<file path="src/include/cmb_pkg.sv">
// Package for the message buffer handling block: constants and types
package cmb_pkg;
   // Buffer counts: three dedicated tx, two dedicated rx, six programmable
   localparam int NUM_BUF      = 11;
   localparam int BUF_IDX_W    = 4;
   localparam int PROG_BASE    = 5;
   // Buffer indices 0..2 dedicated tx, 3..4 dedicated rx, 5..10 programmable
   localparam int RX_BASE      = 3;
   // Buffer image: 14 bytes per buffer
   localparam int BUF_BYTES    = 14;
   localparam int BUF_W        = 112;
   // Control register bit positions
   localparam int CTL_SEND_REQ = 3;
   localparam int CTL_ABORT    = 6;
   localparam int MOD_ABORT    = 4;
   // Std id low byte extended flag position
   localparam int EXT_BIT_POS  = 3;
   localparam int EXT_BYTE_POS = 1;
   // Receive filter modes
   typedef enum logic [1:0] {
      CMB_RFM_FILTER = 2'h0,
      CMB_RFM_STD    = 2'h1,
      CMB_RFM_EXT    = 2'h2,
      CMB_RFM_ALL    = 2'h3
   } cmb_rfm_t;
   // Functional modes
   typedef enum logic [1:0] {
      CMB_MODE_LEGACY   = 2'h0,
      CMB_MODE_ENHANCED = 2'h1,
      CMB_MODE_FIFO     = 2'h2
   } cmb_fmode_t;
   // Link-side transmit sequencing
   typedef enum logic [1:0] {
      CMB_TX_IDLE = 2'h0,
      CMB_TX_BUSY = 2'h1
   } cmb_txst_t;
   // Reset values
   localparam logic [10:0] DIR_RESET = 11'h007;
endpackage : cmb_pkg

</file>
<file path="src/hw/cmb_buf_mem.sv">
// Message buffer storage: one 14-byte image per buffer, registered read
`timescale 1ns/1ns
`default_nettype none
module cmb_buf_mem #(
   parameter int DEPTH = 11,
   parameter int AW    = 4,
   parameter int W     = 112
) (
   input  wire logic          ref_clk,
   input  wire logic          we,
   input  wire logic [AW-1:0] waddr,
   input  wire logic [W-1:0]  wdata,
   input  wire logic [AW-1:0] raddr,
   output logic      [W-1:0]  rdata
);
   logic [W-1:0] mem [DEPTH];

   // Single write port, no reset: contents are don't-care until loaded
   always_ff @(posedge ref_clk) begin
      if (we) begin
         mem[waddr] <= wdata;
      end
   end

   // Registered read keeps the frame image off combinational paths
   always_ff @(posedge ref_clk) begin
      rdata <= mem[raddr];
   end
endmodule : cmb_buf_mem
`default_nettype wire

</file>
<file path="src/hw/cmb_msg_buf.sv">
// Message buffer handling: tx queue, abort, auto reply, rx load
`timescale 1ns/1ns
`default_nettype none
// Notes on behaviour
// - Auto reply queues tx buffer on remote
// - Pending buffer ignores all writes
// - Send request clears three status flags
// - Request only marks ready; send when idle
// - Success clears request, sets done flag
// - Error keeps request, sets error flags
// - Lost arbitration keeps request, sets flag
// - Abort-all requests abort of everything
// - Abort unstarted or failed; done stays clear, but code sets it a cycle after success
// - Abort request uncancellable by firmware
// - Highest two-bit priority goes first
// - Equal priority: higher buffer number first
// - Assembly buffer fully overwrites target
// - Load sets full flag, locks buffer
// - Record filter hit and remote flag
// - Extended flag reflects identifier type
// - Mode 00 filters; 01 std, 10 ext in legacy mode
// - Mode 11 accepts all, partial frames
// - Filter hitting tx buffer discards frame
// - Programmable buffers reset to receive
module cmb_msg_buf #(
   parameter int NB = 11
) (
   input  wire logic                 ref_clk,
   input  wire logic                 rst_n,
   // Host side
   input  wire logic [1:0]           func_mode,
   input  wire logic                 abort_all_request,
   input  wire logic [5:0]           buffer_select_reg,
   input  wire logic                 wr_en,
   input  wire logic [3:0]           wr_buf,
   input  wire logic [111:0]         wr_image,
   input  wire logic [1:0]           wr_priority,
   input  wire logic                 wr_auto_reply,
   input  wire logic                 set_send_request,
   input  wire logic                 clr_send_request,
   input  wire logic [3:0]           ctl_buf,
   input  wire logic                 clr_full,
   input  wire logic                 clr_done_irq,
   input  wire logic                 clr_bus_err_irq,
   input  wire logic [NB-1:0]        send_done_irq_enable,
   input  wire logic [1:0]           receive_filter_mode,
   input  wire logic [3:0]           rd_buf,
   // Link side, same clock
   input  wire logic                 bus_idle,
   input  wire logic                 tx_done,
   input  wire logic                 tx_lost,
   input  wire logic                 tx_error,
   input  wire logic                 rx_valid,
   input  wire logic                 rx_error,
   input  wire logic                 rx_ext,
   input  wire logic                 rx_remote,
   input  wire logic                 rx_hit,
   input  wire logic [4:0]           rx_filter,
   input  wire logic [3:0]           rx_target,
   input  wire logic [111:0]         assembly_buffer,
   // Outputs
   output logic                      tx_start,
   output logic [3:0]                tx_buf,
   output logic [111:0]              rd_image,
   output logic [NB-1:0]             send_request,
   output logic [NB-1:0]             abort_done_flag,
   output logic [NB-1:0]             lost_arbitration_flag,
   output logic [NB-1:0]             send_error_flag,
   output logic [NB-1:0]             send_done_irq_flag,
   output logic                      bus_error_irq_flag,
   output logic [NB-1:0]             buffer_full_flag,
   output logic [NB-1:0]             rx_remote_flag,
   output logic [4:0]                filter_hit_code,
   output logic                      irq
);
   ////////////////////////////////////////////////////////////////////////////
   logic [NB-1:0]      dir;
   logic [1:0]         send_priority [NB];
   logic [NB-1:0]      auto_reply_enable;
   logic [NB-1:0]      abort_pend;
   cmb_pkg::cmb_txst_t txst;
   logic [3:0]         next_pick;
   logic               pick_ok;
   logic               enh;
   logic               mem_we;
   logic [3:0]         mem_addr;
   logic [111:0]       mem_wdata;
   logic               rx_accept;
   logic               reply_hit;
   logic [NB-1:0]      req_set;
   logic [NB-1:0]      req_clr;
   logic [4:0]         hit_code [NB];

   assign enh = (func_mode != cmb_pkg::CMB_MODE_LEGACY);

   // Buffer index helper used by several decoders
   function automatic logic [NB-1:0] onehot(input logic [3:0] idx);
      onehot = '0;
      if (int'(idx) < NB) begin
         onehot[idx] = 1'b1;
      end
   endfunction : onehot

   // Direction: dedicated tx fixed, programmable follow select reg outside legacy mode
   always_comb begin
      dir = cmb_pkg::DIR_RESET;
      for (int i = 0; i < 6; i++) begin
         dir[cmb_pkg::PROG_BASE + i] = enh & buffer_select_reg[i];
      end
   end

   ////////////////////////////////////////////////////////////////////////////
   // Receive acceptance per mode; target locked while full
   always_comb begin
      rx_accept = 1'b0;
      reply_hit = 1'b0;
      if ((rx_valid | rx_error) && int'(rx_target) < NB) begin
         if (dir[rx_target]) begin
            // A filter pointing at a tx buffer only triggers replies
            reply_hit = rx_valid & rx_hit & rx_remote & enh
                      & auto_reply_enable[rx_target]
                      & ~send_request[rx_target];
         end else if (!buffer_full_flag[rx_target]) begin
            case (receive_filter_mode)
               cmb_pkg::CMB_RFM_FILTER: rx_accept = rx_valid & rx_hit;
               cmb_pkg::CMB_RFM_STD:
                  rx_accept = rx_valid & rx_hit & (enh | ~rx_ext);
               cmb_pkg::CMB_RFM_EXT:
                  rx_accept = rx_valid & rx_hit & (enh | rx_ext);
               cmb_pkg::CMB_RFM_ALL: rx_accept = 1'b1;
               default: rx_accept = 1'b0;
            endcase
         end
      end
   end

   // Single write port: receive load wins, host writes refused if pending
   always_comb begin
      mem_we    = 1'b0;
      mem_addr  = wr_buf;
      mem_wdata = wr_image;
      if (rx_accept) begin
         mem_we    = 1'b1;
         mem_addr  = rx_target;
         mem_wdata = assembly_buffer;
         mem_wdata[cmb_pkg::EXT_BYTE_POS*8 + cmb_pkg::EXT_BIT_POS] = rx_ext;
      end else if (wr_en && int'(wr_buf) < NB && !send_request[wr_buf]) begin
         mem_we = 1'b1;
      end
   end

   cmb_buf_mem #(
      .DEPTH (NB),
      .AW    (4),
      .W     (cmb_pkg::BUF_W)
   ) u_mem (
      .ref_clk (ref_clk),
      .we      (mem_we),
      .waddr   (mem_addr),
      .wdata   (mem_wdata),
      .raddr   (rd_buf),
      .rdata   (rd_image)
   );

   // Per-buffer settings, frozen while pending
   always_ff @(posedge ref_clk or negedge rst_n) begin
      if (!rst_n) begin
         auto_reply_enable <= '0;
         for (int i = 0; i < NB; i++) begin
            send_priority[i] <= 2'h0;
         end
      end else if (wr_en && int'(wr_buf) < NB && !send_request[wr_buf] && !rx_accept) begin
         send_priority[wr_buf]     <= wr_priority;
         auto_reply_enable[wr_buf] <= wr_auto_reply;
      end
   end

   ////////////////////////////////////////////////////////////////////////////
   // Priority pick: higher code wins, ties go to higher index
   always_comb begin
      next_pick = 4'h0;
      pick_ok   = 1'b0;
      for (int i = 0; i < NB; i++) begin
         if (send_request[i] && dir[i] && !abort_pend[i]) begin
            if (!pick_ok || send_priority[i] >= send_priority[next_pick]) begin
               next_pick = 4'(i);
               pick_ok   = 1'b1;
            end
         end
      end
   end

   // Transmit sequencer: start only on idle bus, one frame at a time
   always_ff @(posedge ref_clk or negedge rst_n) begin
      if (!rst_n) begin
         txst     <= cmb_pkg::CMB_TX_IDLE;
         tx_start <= 1'b0;
         tx_buf   <= 4'h0;
      end else begin
         tx_start <= 1'b0;
         case (txst)
            cmb_pkg::CMB_TX_IDLE: begin
               if (bus_idle && pick_ok && !tx_start) begin
                  tx_start <= 1'b1;
                  tx_buf   <= next_pick;
                  txst     <= cmb_pkg::CMB_TX_BUSY;
               end
            end
            cmb_pkg::CMB_TX_BUSY: begin
               if (tx_done || tx_lost || tx_error) begin
                  txst <= cmb_pkg::CMB_TX_IDLE;
               end
            end
            default: txst <= cmb_pkg::CMB_TX_IDLE;
         endcase
      end
   end

   ////////////////////////////////////////////////////////////////////////////
   // Send request set and clear sources
   always_comb begin
      req_set = '0;
      req_clr = '0;
      if (set_send_request && !clr_send_request) begin
         req_set = onehot(ctl_buf) & dir;
      end
      if (reply_hit) begin
         req_set = req_set | onehot(rx_target);
      end
      if (txst == cmb_pkg::CMB_TX_BUSY) begin
         if (tx_done) begin
            req_clr = onehot(tx_buf);
         end else if ((tx_lost || tx_error) && abort_pend[tx_buf]) begin
            req_clr = onehot(tx_buf);
         end
      end
      for (int i = 0; i < NB; i++) begin
         if (abort_pend[i] && !(txst == cmb_pkg::CMB_TX_BUSY && tx_buf == 4'(i))) begin
            req_clr[i] = 1'b1;
         end
      end
   end

   // Send request register
   always_ff @(posedge ref_clk or negedge rst_n) begin
      if (!rst_n) begin
         send_request <= '0;
      end else begin
         send_request <= (send_request & ~req_clr) | (req_set & ~send_request);
      end
   end

   // Abort requests: only hardware retires them
   always_ff @(posedge ref_clk or negedge rst_n) begin
      if (!rst_n) begin
         abort_pend <= '0;
      end else begin
         for (int i = 0; i < NB; i++) begin
            if ((abort_all_request || (clr_send_request && ctl_buf == 4'(i)))
                && send_request[i]) begin
               abort_pend[i] <= 1'b1;
            end else if (!send_request[i]) begin
               abort_pend[i] <= 1'b0;
            end
         end
      end
   end

   // Status flags: done and bus error sets win over their clears; a new send request clears the other three ahead of any set
   always_ff @(posedge ref_clk or negedge rst_n) begin
      if (!rst_n) begin
         abort_done_flag       <= '0;
         lost_arbitration_flag <= '0;
         send_error_flag       <= '0;
         send_done_irq_flag    <= '0;
         bus_error_irq_flag    <= 1'b0;
      end else begin
         for (int i = 0; i < NB; i++) begin
            if (req_set[i] && !send_request[i]) begin
               abort_done_flag[i]       <= 1'b0;
               lost_arbitration_flag[i] <= 1'b0;
               send_error_flag[i]       <= 1'b0;
            end else begin
               if (abort_pend[i] && req_clr[i]) begin
                  abort_done_flag[i] <= ~(tx_done && tx_buf == 4'(i));
               end
               if (txst == cmb_pkg::CMB_TX_BUSY && tx_buf == 4'(i)) begin
                  if (tx_lost) lost_arbitration_flag[i] <= 1'b1;
                  if (tx_error) send_error_flag[i] <= 1'b1;
               end
            end
            if (txst == cmb_pkg::CMB_TX_BUSY && tx_done && tx_buf == 4'(i)) begin
               send_done_irq_flag[i] <= 1'b1;
            end else if (clr_done_irq && ctl_buf == 4'(i)) begin
               send_done_irq_flag[i] <= 1'b0;
            end
         end
         if (txst == cmb_pkg::CMB_TX_BUSY && tx_error) begin
            bus_error_irq_flag <= 1'b1;
         end else if (clr_bus_err_irq) begin
            bus_error_irq_flag <= 1'b0;
         end
      end
   end

   ////////////////////////////////////////////////////////////////////////////
   // Receive status: full lockout, filter hit and remote marker
   always_ff @(posedge ref_clk or negedge rst_n) begin
      if (!rst_n) begin
         buffer_full_flag <= '0;
         rx_remote_flag   <= '0;
         for (int i = 0; i < NB; i++) begin
            hit_code[i] <= 5'h00;
         end
      end else begin
         for (int i = 0; i < NB; i++) begin
            if (rx_accept && rx_target == 4'(i)) begin
               buffer_full_flag[i] <= 1'b1;
               rx_remote_flag[i]   <= rx_remote;
               hit_code[i] <= enh ? rx_filter : {2'h0, rx_filter[2:0]};
            end else if (clr_full && ctl_buf == 4'(i)) begin
               buffer_full_flag[i] <= 1'b0;
            end
         end
      end
   end

   // Hit code of the buffer being read, plus interrupt summary
   always_ff @(posedge ref_clk or negedge rst_n) begin
      if (!rst_n) begin
         filter_hit_code <= 5'h00;
         irq             <= 1'b0;
      end else begin
         filter_hit_code <= (int'(rd_buf) < NB) ? hit_code[rd_buf] : 5'h00;
         irq <= |(send_done_irq_flag & send_done_irq_enable) | bus_error_irq_flag;
      end
   end

   ////////////////////////////////////////////////////////////////////////////
   // Checks
   a_done_clears_req: assert property (@(posedge ref_clk) disable iff (!rst_n)
      (txst == cmb_pkg::CMB_TX_BUSY && tx_done) |=> !send_request[tx_buf]
         && send_done_irq_flag[$past(tx_buf)]) else $error("done did not retire");
   a_err_keeps_req: assert property (@(posedge ref_clk) disable iff (!rst_n)
      (txst == cmb_pkg::CMB_TX_BUSY && tx_error && !abort_pend[tx_buf]
       && !req_set[tx_buf])
      |=> send_request[$past(tx_buf)] && bus_error_irq_flag) else $error("error lost req");
   a_lost_sets_flag: assert property (@(posedge ref_clk) disable iff (!rst_n)
      (txst == cmb_pkg::CMB_TX_BUSY && tx_lost && !abort_pend[tx_buf])
      |=> send_request[$past(tx_buf)] && lost_arbitration_flag[$past(tx_buf)])
      else $error("lost arb wrong");
   a_start_on_idle: assert property (@(posedge ref_clk) disable iff (!rst_n)
      tx_start |-> $past(bus_idle) && send_request[tx_buf]) else $error("bad start");
   a_full_locks: assert property (@(posedge ref_clk) disable iff (!rst_n)
      (rx_valid && int'(rx_target) < NB && buffer_full_flag[rx_target] && !clr_full)
      |=> buffer_full_flag[$past(rx_target)]
          && hit_code[$past(rx_target)] == $past(hit_code[rx_target]))
      else $error("full overwritten");
   a_load_sets_full: assert property (@(posedge ref_clk) disable iff (!rst_n)
      rx_accept |=> buffer_full_flag[$past(rx_target)]) else $error("full not set");
   a_set_clears_flags: assert property (@(posedge ref_clk) disable iff (!rst_n)
      (req_set[ctl_buf] && !send_request[ctl_buf] && set_send_request)
      |=> !abort_done_flag[$past(ctl_buf)]) else $error("flags not cleared");
   a_reply_queues: assert property (@(posedge ref_clk) disable iff (!rst_n)
      reply_hit |=> send_request[$past(rx_target)]) else $error("no auto reply");
   a_std_mode: assert property (@(posedge ref_clk) disable iff (!rst_n)
      (!enh && receive_filter_mode == 2'h1 && rx_ext) |-> !rx_accept)
      else $error("ext in std mode");
   c_reply: cover property (@(posedge ref_clk) disable iff (!rst_n) reply_hit);
   c_abort: cover property (@(posedge ref_clk) disable iff (!rst_n) $rose(|abort_done_flag));
   c_retry: cover property (@(posedge ref_clk) disable iff (!rst_n) tx_lost ##[1:50] tx_start);
endmodule : cmb_msg_buf
`default_nettype wire

</file>
<file path="config.mk">
export PLATFORM = sky130hd
export DESIGN_NAME = cmb_msg_buf
export DESIGN_NICKNAME = d
export VERILOG_FILES = /design/src/include/cmb_pkg.sv /design/src/hw/cmb_buf_mem.sv /design/src/hw/cmb_msg_buf.sv
export SDC_FILE = /design/constraint.sdc
export NUM_CORES = 2
export LEC_CHECK = 0
export BUFFER_PORTS_ARGS = -buffer_cell sky130_fd_sc_hd__buf_2
export CORE_MARGIN = 4
export CORE_UTILIZATION = 60
export CTS_CLUSTER_SIZE = 25
export DETAILED_ROUTE_END_ITERATION = 6
export GPL_TIMING_DRIVEN = 0
export PLACE_DENSITY = 0.8
export SLEW_MARGIN = 20
export SYNTH_ARGS = -nofsm -noshare
export SYNTH_HDL_FRONTEND = slang
export SYNTH_SLANG_ARGS = --single-unit
</file>
<file path="constraint.sdc">
create_clock -name ref_clk -period 12.3 [get_ports ref_clk]
set_clock_uncertainty 0.2 [all_clocks]
set_input_delay 0 -clock ref_clk [delete_from_list [all_inputs] [get_ports ref_clk]]
set_output_delay 0 -clock ref_clk [all_outputs]
set_load 0.1 [all_outputs]
</file>
# == Word-level counts from Yosys, hierarchy flattened ==
# Memories as Yosys holds them, arrays and structs flattened. A register that Yosys moved wholly into a read port is not among the register bits.
# Cells that the tools add are included.
# totals
out_inout_bits,201
ram_bits,1232
mem_count,1
regBits,190
word_cells,804
# memory_table
memory,words,width,rd,rd_clocked_by_memory_dff,wr,line,text
u_mem.mem,11,112,1,1,1,cmb_buf_mem.sv:16,logic [W-1:0] mem [DEPTH];
# op_classes
reduce_logical,314
n_bitwise,47
order_cmp,31
mux,257
eq_ne,47
# ops
cell,count
$mux W1,187
$logic_and A1 B1 Y1,151
$reduce_bool A2 Y1,68
$mux W112,1
$mux W11,10
$mux W4,15
$bmux W2 S4,7
$eq A4 B3 Y1 const B,12
$reduce_and A2 Y1,24
$ge A5 B5 Y1 const B,9
$not A4 Y5,9
$and A11 B11 Y11,4
$logic_not A1 Y1,43
$eq A4 B4 Y1 const B,9
$mux W2,17
$bmux W1 S4,6
$eq A4 B2 Y1 const B,6
$bwmux W22,1
$logic_or A1 B1 Y1,22
$ne A2 B1 Y1 const B,11
$not A11 Y11,2
$or A11 B11 Y11,2
$bmux W5 S4,1
$lt A4 B4 Y1 const B,5
other kinds (20),74

# == Logic depth before layout (Yosys ltp) ==
# logic_depth
word_depth,67
mapped_depth,59

# == By module ==
# A second synthesis with hierarchy kept.
# hier_totals
cells_unflattened,3676
area_unflattened_um2,61351.3
# modules_own_cells
mod,n_inst,area_each_um2,cells_per_inst,seq_area_each_um2
cmb_buf_mem,1,50229.4,2645,39237.6
cmb_msg_buf,1,11121.9,1031,4729.5

# == Worst setup path after synthesis ==
# OpenSTA, ideal clock, no wires.
# synth_timing
path_type,register to register
startpoint,reg send_request[2]
endpoint,"mem u_mem.mem[8][0], enable pin"
path_slack_ps,823
t_required_ps,11352
setup_time_ps,748
arrival_time_ps,10529
synth_period_minus_slack_ps,11477
path_stages_with_launch,7
cell_sequence,dfrtp_1 -> mux4_2 -> mux2_2 -> o22ai_1 -> nand2_1 -> or3_1 -> o31ai_1
# synth_via
elab_chain_len,8
# synth_lines
element,line,text
from (decl),cmb_msg_buf.sv:65,"output logic [NB-1:0] send_request,"
from (signal assigned),cmb_msg_buf.sv:249,send_request <= (send_request & ~req_clr) | (req_set & ~send_request);
$bmux W1 S4,cmb_msg_buf.sv:147,end else if (wr_en && int'(wr_buf) < NB && !send_request[wr_buf]) begin
$mux W1 (not written as such),cmb_msg_buf.sv:147,
$logic_not A1 Y1,cmb_msg_buf.sv:147,
$logic_and A1 B1 Y1,cmb_msg_buf.sv:147,
$mux W1,cmb_msg_buf.sv:147,
$mux W1,cmb_msg_buf.sv:142,if (rx_accept) begin
$mux W1,cmb_buf_mem.sv:20,if (we) begin
$mux W1 (not written as such),cmb_buf_mem.sv:21,mem[waddr] <= wdata;
to (decl),cmb_buf_mem.sv:16,
# No other way between the ends. The select of a mux whose other input is x is not followed.

# == Worst setup path after layout ==
# layout_timing
startpoint,reg send_priority[18] (netlist bit)
endpoint,reg tx_buf[3]
# layout_via
elab_chain_len,63
word_cells_on_any_way,86
classes_between,order compare: 8; mux: 53; bitwise: 7; reduce/logical: 18
# layout_lines
element,line,text
from (decl),cmb_msg_buf.sv:78,logic [1:0] send_priority [NB];
"from (signal, indexed assignment)",cmb_msg_buf.sv:173,send_priority[wr_buf] <= wr_priority;
$ge A2 B2 Y1,cmb_msg_buf.sv:185,if (!pick_ok || send_priority[i] >= send_priority[next_pick]) begin
$logic_or A1 B1 Y1,cmb_msg_buf.sv:185,
$mux W1,cmb_msg_buf.sv:185,
$mux W1,cmb_msg_buf.sv:184,if (send_request[i] && dir[i] && !abort_pend[i]) begin
$not A4 Y5 (not written as such),cmb_msg_buf.sv:185,
$bmux W2 S4,cmb_msg_buf.sv:185,
$mux W2 (not written as such) (2 in series),cmb_msg_buf.sv:185,
$ge A2 B2 Y1,cmb_msg_buf.sv:185,
[44 not listed],-,
$bmux W2 S4,cmb_msg_buf.sv:185,
$mux W2 (not written as such) (2 in series),cmb_msg_buf.sv:185,
$ge A2 B2 Y1,cmb_msg_buf.sv:185,
$logic_or A1 B1 Y1,cmb_msg_buf.sv:185,
$mux W1,cmb_msg_buf.sv:185,
$mux W1,cmb_msg_buf.sv:184,
$logic_and A1 B1 Y1 (2 in series),cmb_msg_buf.sv:203,if (bus_idle && pick_ok && !tx_start) begin
$reduce_and A2 Y1 (no source line),-,
to (signal assigned),cmb_msg_buf.sv:205,tx_buf <= next_pick;
to (decl),cmb_msg_buf.sv:63,"output logic [3:0] tx_buf,"
# Several ways; a longest one is shown, not always the timed one. The select of a mux whose other input is x is not followed.
# A chain may end at the register's enable or synchronous reset.

==> metrics.txt <==
port bufs=480; crit path buf inv count=4; top cells by area in the synthesized netlist=edfxtp_1, mux4_2, dfrtp_1; Finished Cell Area=73900 µm²; CTS Buffer Depth=3; R2R cell count=55; WP data arrival=11.96 ns; Worst-Margin Slew=1.13 ns; detailed placement HPWL=101000 µm; Die H=324 µm; Vias/cell=6.25; Yosys warning total=0; net count after synthesis=3699; global-route wire length before repair=238000 µm; drt wl/cell=28.0 µm; crit share post-route=93.7%; largest net degree at the start of global routing=76; worst r2r src=send_priority[18]; hold path cells=5; initial antenna violation count=9; clk slew on worst S/H paths=0.06 ns; biggest area consumer among synthesized cells=edfxtp_1; Post-Syn Instances=3393; Crit path largest cell delay=0.52 ns; Required @ worst endpoint=12.73 ns; Hold Path Class=in2reg; Total Nets Final=4740; Util after Layout=74.7%; EDFF count, synth=1232; dpl cells=5244; slew margin rel.=24.6%; synth unique cells=66; Reg-to-Reg End=tx_buf[3]; CTS sink count=1533; Max Freq=0.0868 GHz; Total Routing Usage GR=31.1%; initial core utilization=60.7%; CP Capture Type=flop; DR vias=36600; Mean Syn Cell Area=17.7 µm²; overall power=13.0 mW; CP top delay family=compound AO/OA/AOI/OAI gates; Main synth FF type=edfxtp_1; Pleak=27.3 nW; final max-slew violation count=0; DP Area=65500 µm²; top-count cell post-synth=edfxtp_1; 1st-iter DRT viols=4264; Max H-tree Level=4; top-area cell type share of the netlist area=61.7%; share of cells above drive strength 1=28.4%; clock latency on the worst-skew pair=0.75 ns; Post-route DRC=0; die area=105000 µm²; Worst Hold End=tx_start; die width=324 µm; core area=98900 µm²; # IOs=488; CTS Buf Count=150; Pwr per Cell Area=177 nW/µm²; MaxCap Viol Count=0; Synth Register Bits=1533; Pre-antenna DRT Iters=5; final setup violation count=0; startpoint types=flop; Post-synth top cells=edfxtp_1, nand2_1, o21ai_0, mux2i_1, mux4_2; Core Rows=115; asr flop ratio synth=12.3%; CTS tree=done; post-synthesis sequential area ratio=73.3%; Synth Cell Area=60000 µm²; Clock Tree Root=clkbuf_16; total wire length=164000 µm; CP Class=reg2reg; global route overflow=0; final hold vios=0; CP max stage cell=mux4_2; minimum clock period=11.53 ns; status=completed; Worst Min Path Start=func_mode[1]; maximum vdd drop=0.000276 V; vias in the first global route=37500; Post-DRT Antenna Nets=0; Max FO, Critical Path=10; Post-Layout Cell Count=5852; Final Wtd Congestion=0.907; Area Overhead vs Synth=23.1%; r2r setup slk=0.77 ns
==> metrics by stage <==
stage / hold slack, ns / TNS [ns] / setup WS (ns)
floorplan: -0.496 / 0 / 0.823
global placement: -0.0126 / -2384.61 / -7.94
detailed placement: -0.254 / 0 / 0.0263
CTS: 0.00183 / 0 / 0.0534
global route: 0.0706 / -0.00477 / -0.00477
finish: 0.0236 / 0 / 0.774
==> what timing repair did <==
action | CTS | global route
buffers inserted | 0 | 5
endpoints found under the hold margin | 1803 | 0
pin swaps | 0 | 2
hold buffers | 319 | 0
endpoints found under the setup margin | 2 | 4
resized for setup | 1 | 6
==> where the power goes <==
part	internal [mW]	switching, mW	total, mW	leakage, nW
combinational	0.668	1.64	2.31	10.3
clock	2.74	1.94	4.68	2.47
sequential	5.88	0.173	6.05	14.5
==> final cells by class <==
type / instances / area, µm²
diodes: 5 / 12.5
well taps: 1287 / 1610
clock inverters: 61 / 681
plain buffers: 191 / 764
fillers: 5481 / 25000
inverters: 27 / 109
repair buffers: 890 / 7090
clock buffers: 217 / 4360
flip-flops and latches: 1533 / 44000
multi-input cells: 1641 / 15300
==> per-layer routing <==
| layer | routed length, µm | track usage (%) |
|---|---|---|
| met5 | 27 | 0 |
| met4 | 6930 | 13.0 |
| met3 | 14700 | 5.99 |
| met2 | 80900 | 51.2 |
| met1 | 61200 | 41.6 |
==> cell families after synthesis <==
group	count (synthesis)	share of synthesized area [%]
simple gates	499	3.71
mux	697	17.1
flops	1533	73.3
xor+xnor	1	0.0146
buf+inv	219	1.42
compound gates	425	4.06
fa+ha+maj	19	0.396
==> flip-flops by register name, summed over array words and instances, names as in the netlist <==
signal	cells
bus_error_irq_flag	1
send_error_flag	11
lost_arbitration_flag	11
auto_reply_enable	11
send_done_irq_flag	11
u_mem.rdata	112
hit_code	55
buffer_full_flag	11
abort_pend	11
irq	1
send_priority	22
txst	1
filter_hit_code	5
tx_start	1
abort_done_flag	11
rx_remote_flag	11
tx_buf	4
u_mem.mem	1232
send_request	11
==> cells in the final DEF (no fill, tap or decap), types with 158 or more instances in the layout <==
cell	netlist	routed
o21ai_0	259	259
dfrtp_1	189	188
mux2_2	190	190
mux2i_1	255	255
nand2_1	303	302
mux4_2	242	242
clkbuf_16	0	158
dlygate4sd3_1	0	318
clkbuf_1	131	165
buf_2	23	502
edfxtp_1	1232	1232
==> tightest hold or removal path, cell delays in order <==
cell     delay, ns
buf_2         0.08
nor2_1        0.10
nor3_1        0.31
o21ai_0       0.26
inv_1         0.15
==> worst max-delay path by stage <==
stage                      startpoint  slack [ns]          endpoint  depth (start not counted)
floorplan             send_request[2]        0.82   u_mem.mem[8][0]                          6
global placement         func_mode[1]       -7.94  u_mem.mem[3][12]                          9
detailed placement  send_priority[18]        0.03         tx_buf[2]                         54
CTS                 send_priority[18]        0.05         tx_buf[2]                         54
global route        send_priority[18]      -0.005         tx_buf[2]                         57
finish              send_priority[18]        0.77         tx_buf[3]                         55
Note: power is estimated with default switching activity, not from simulation.
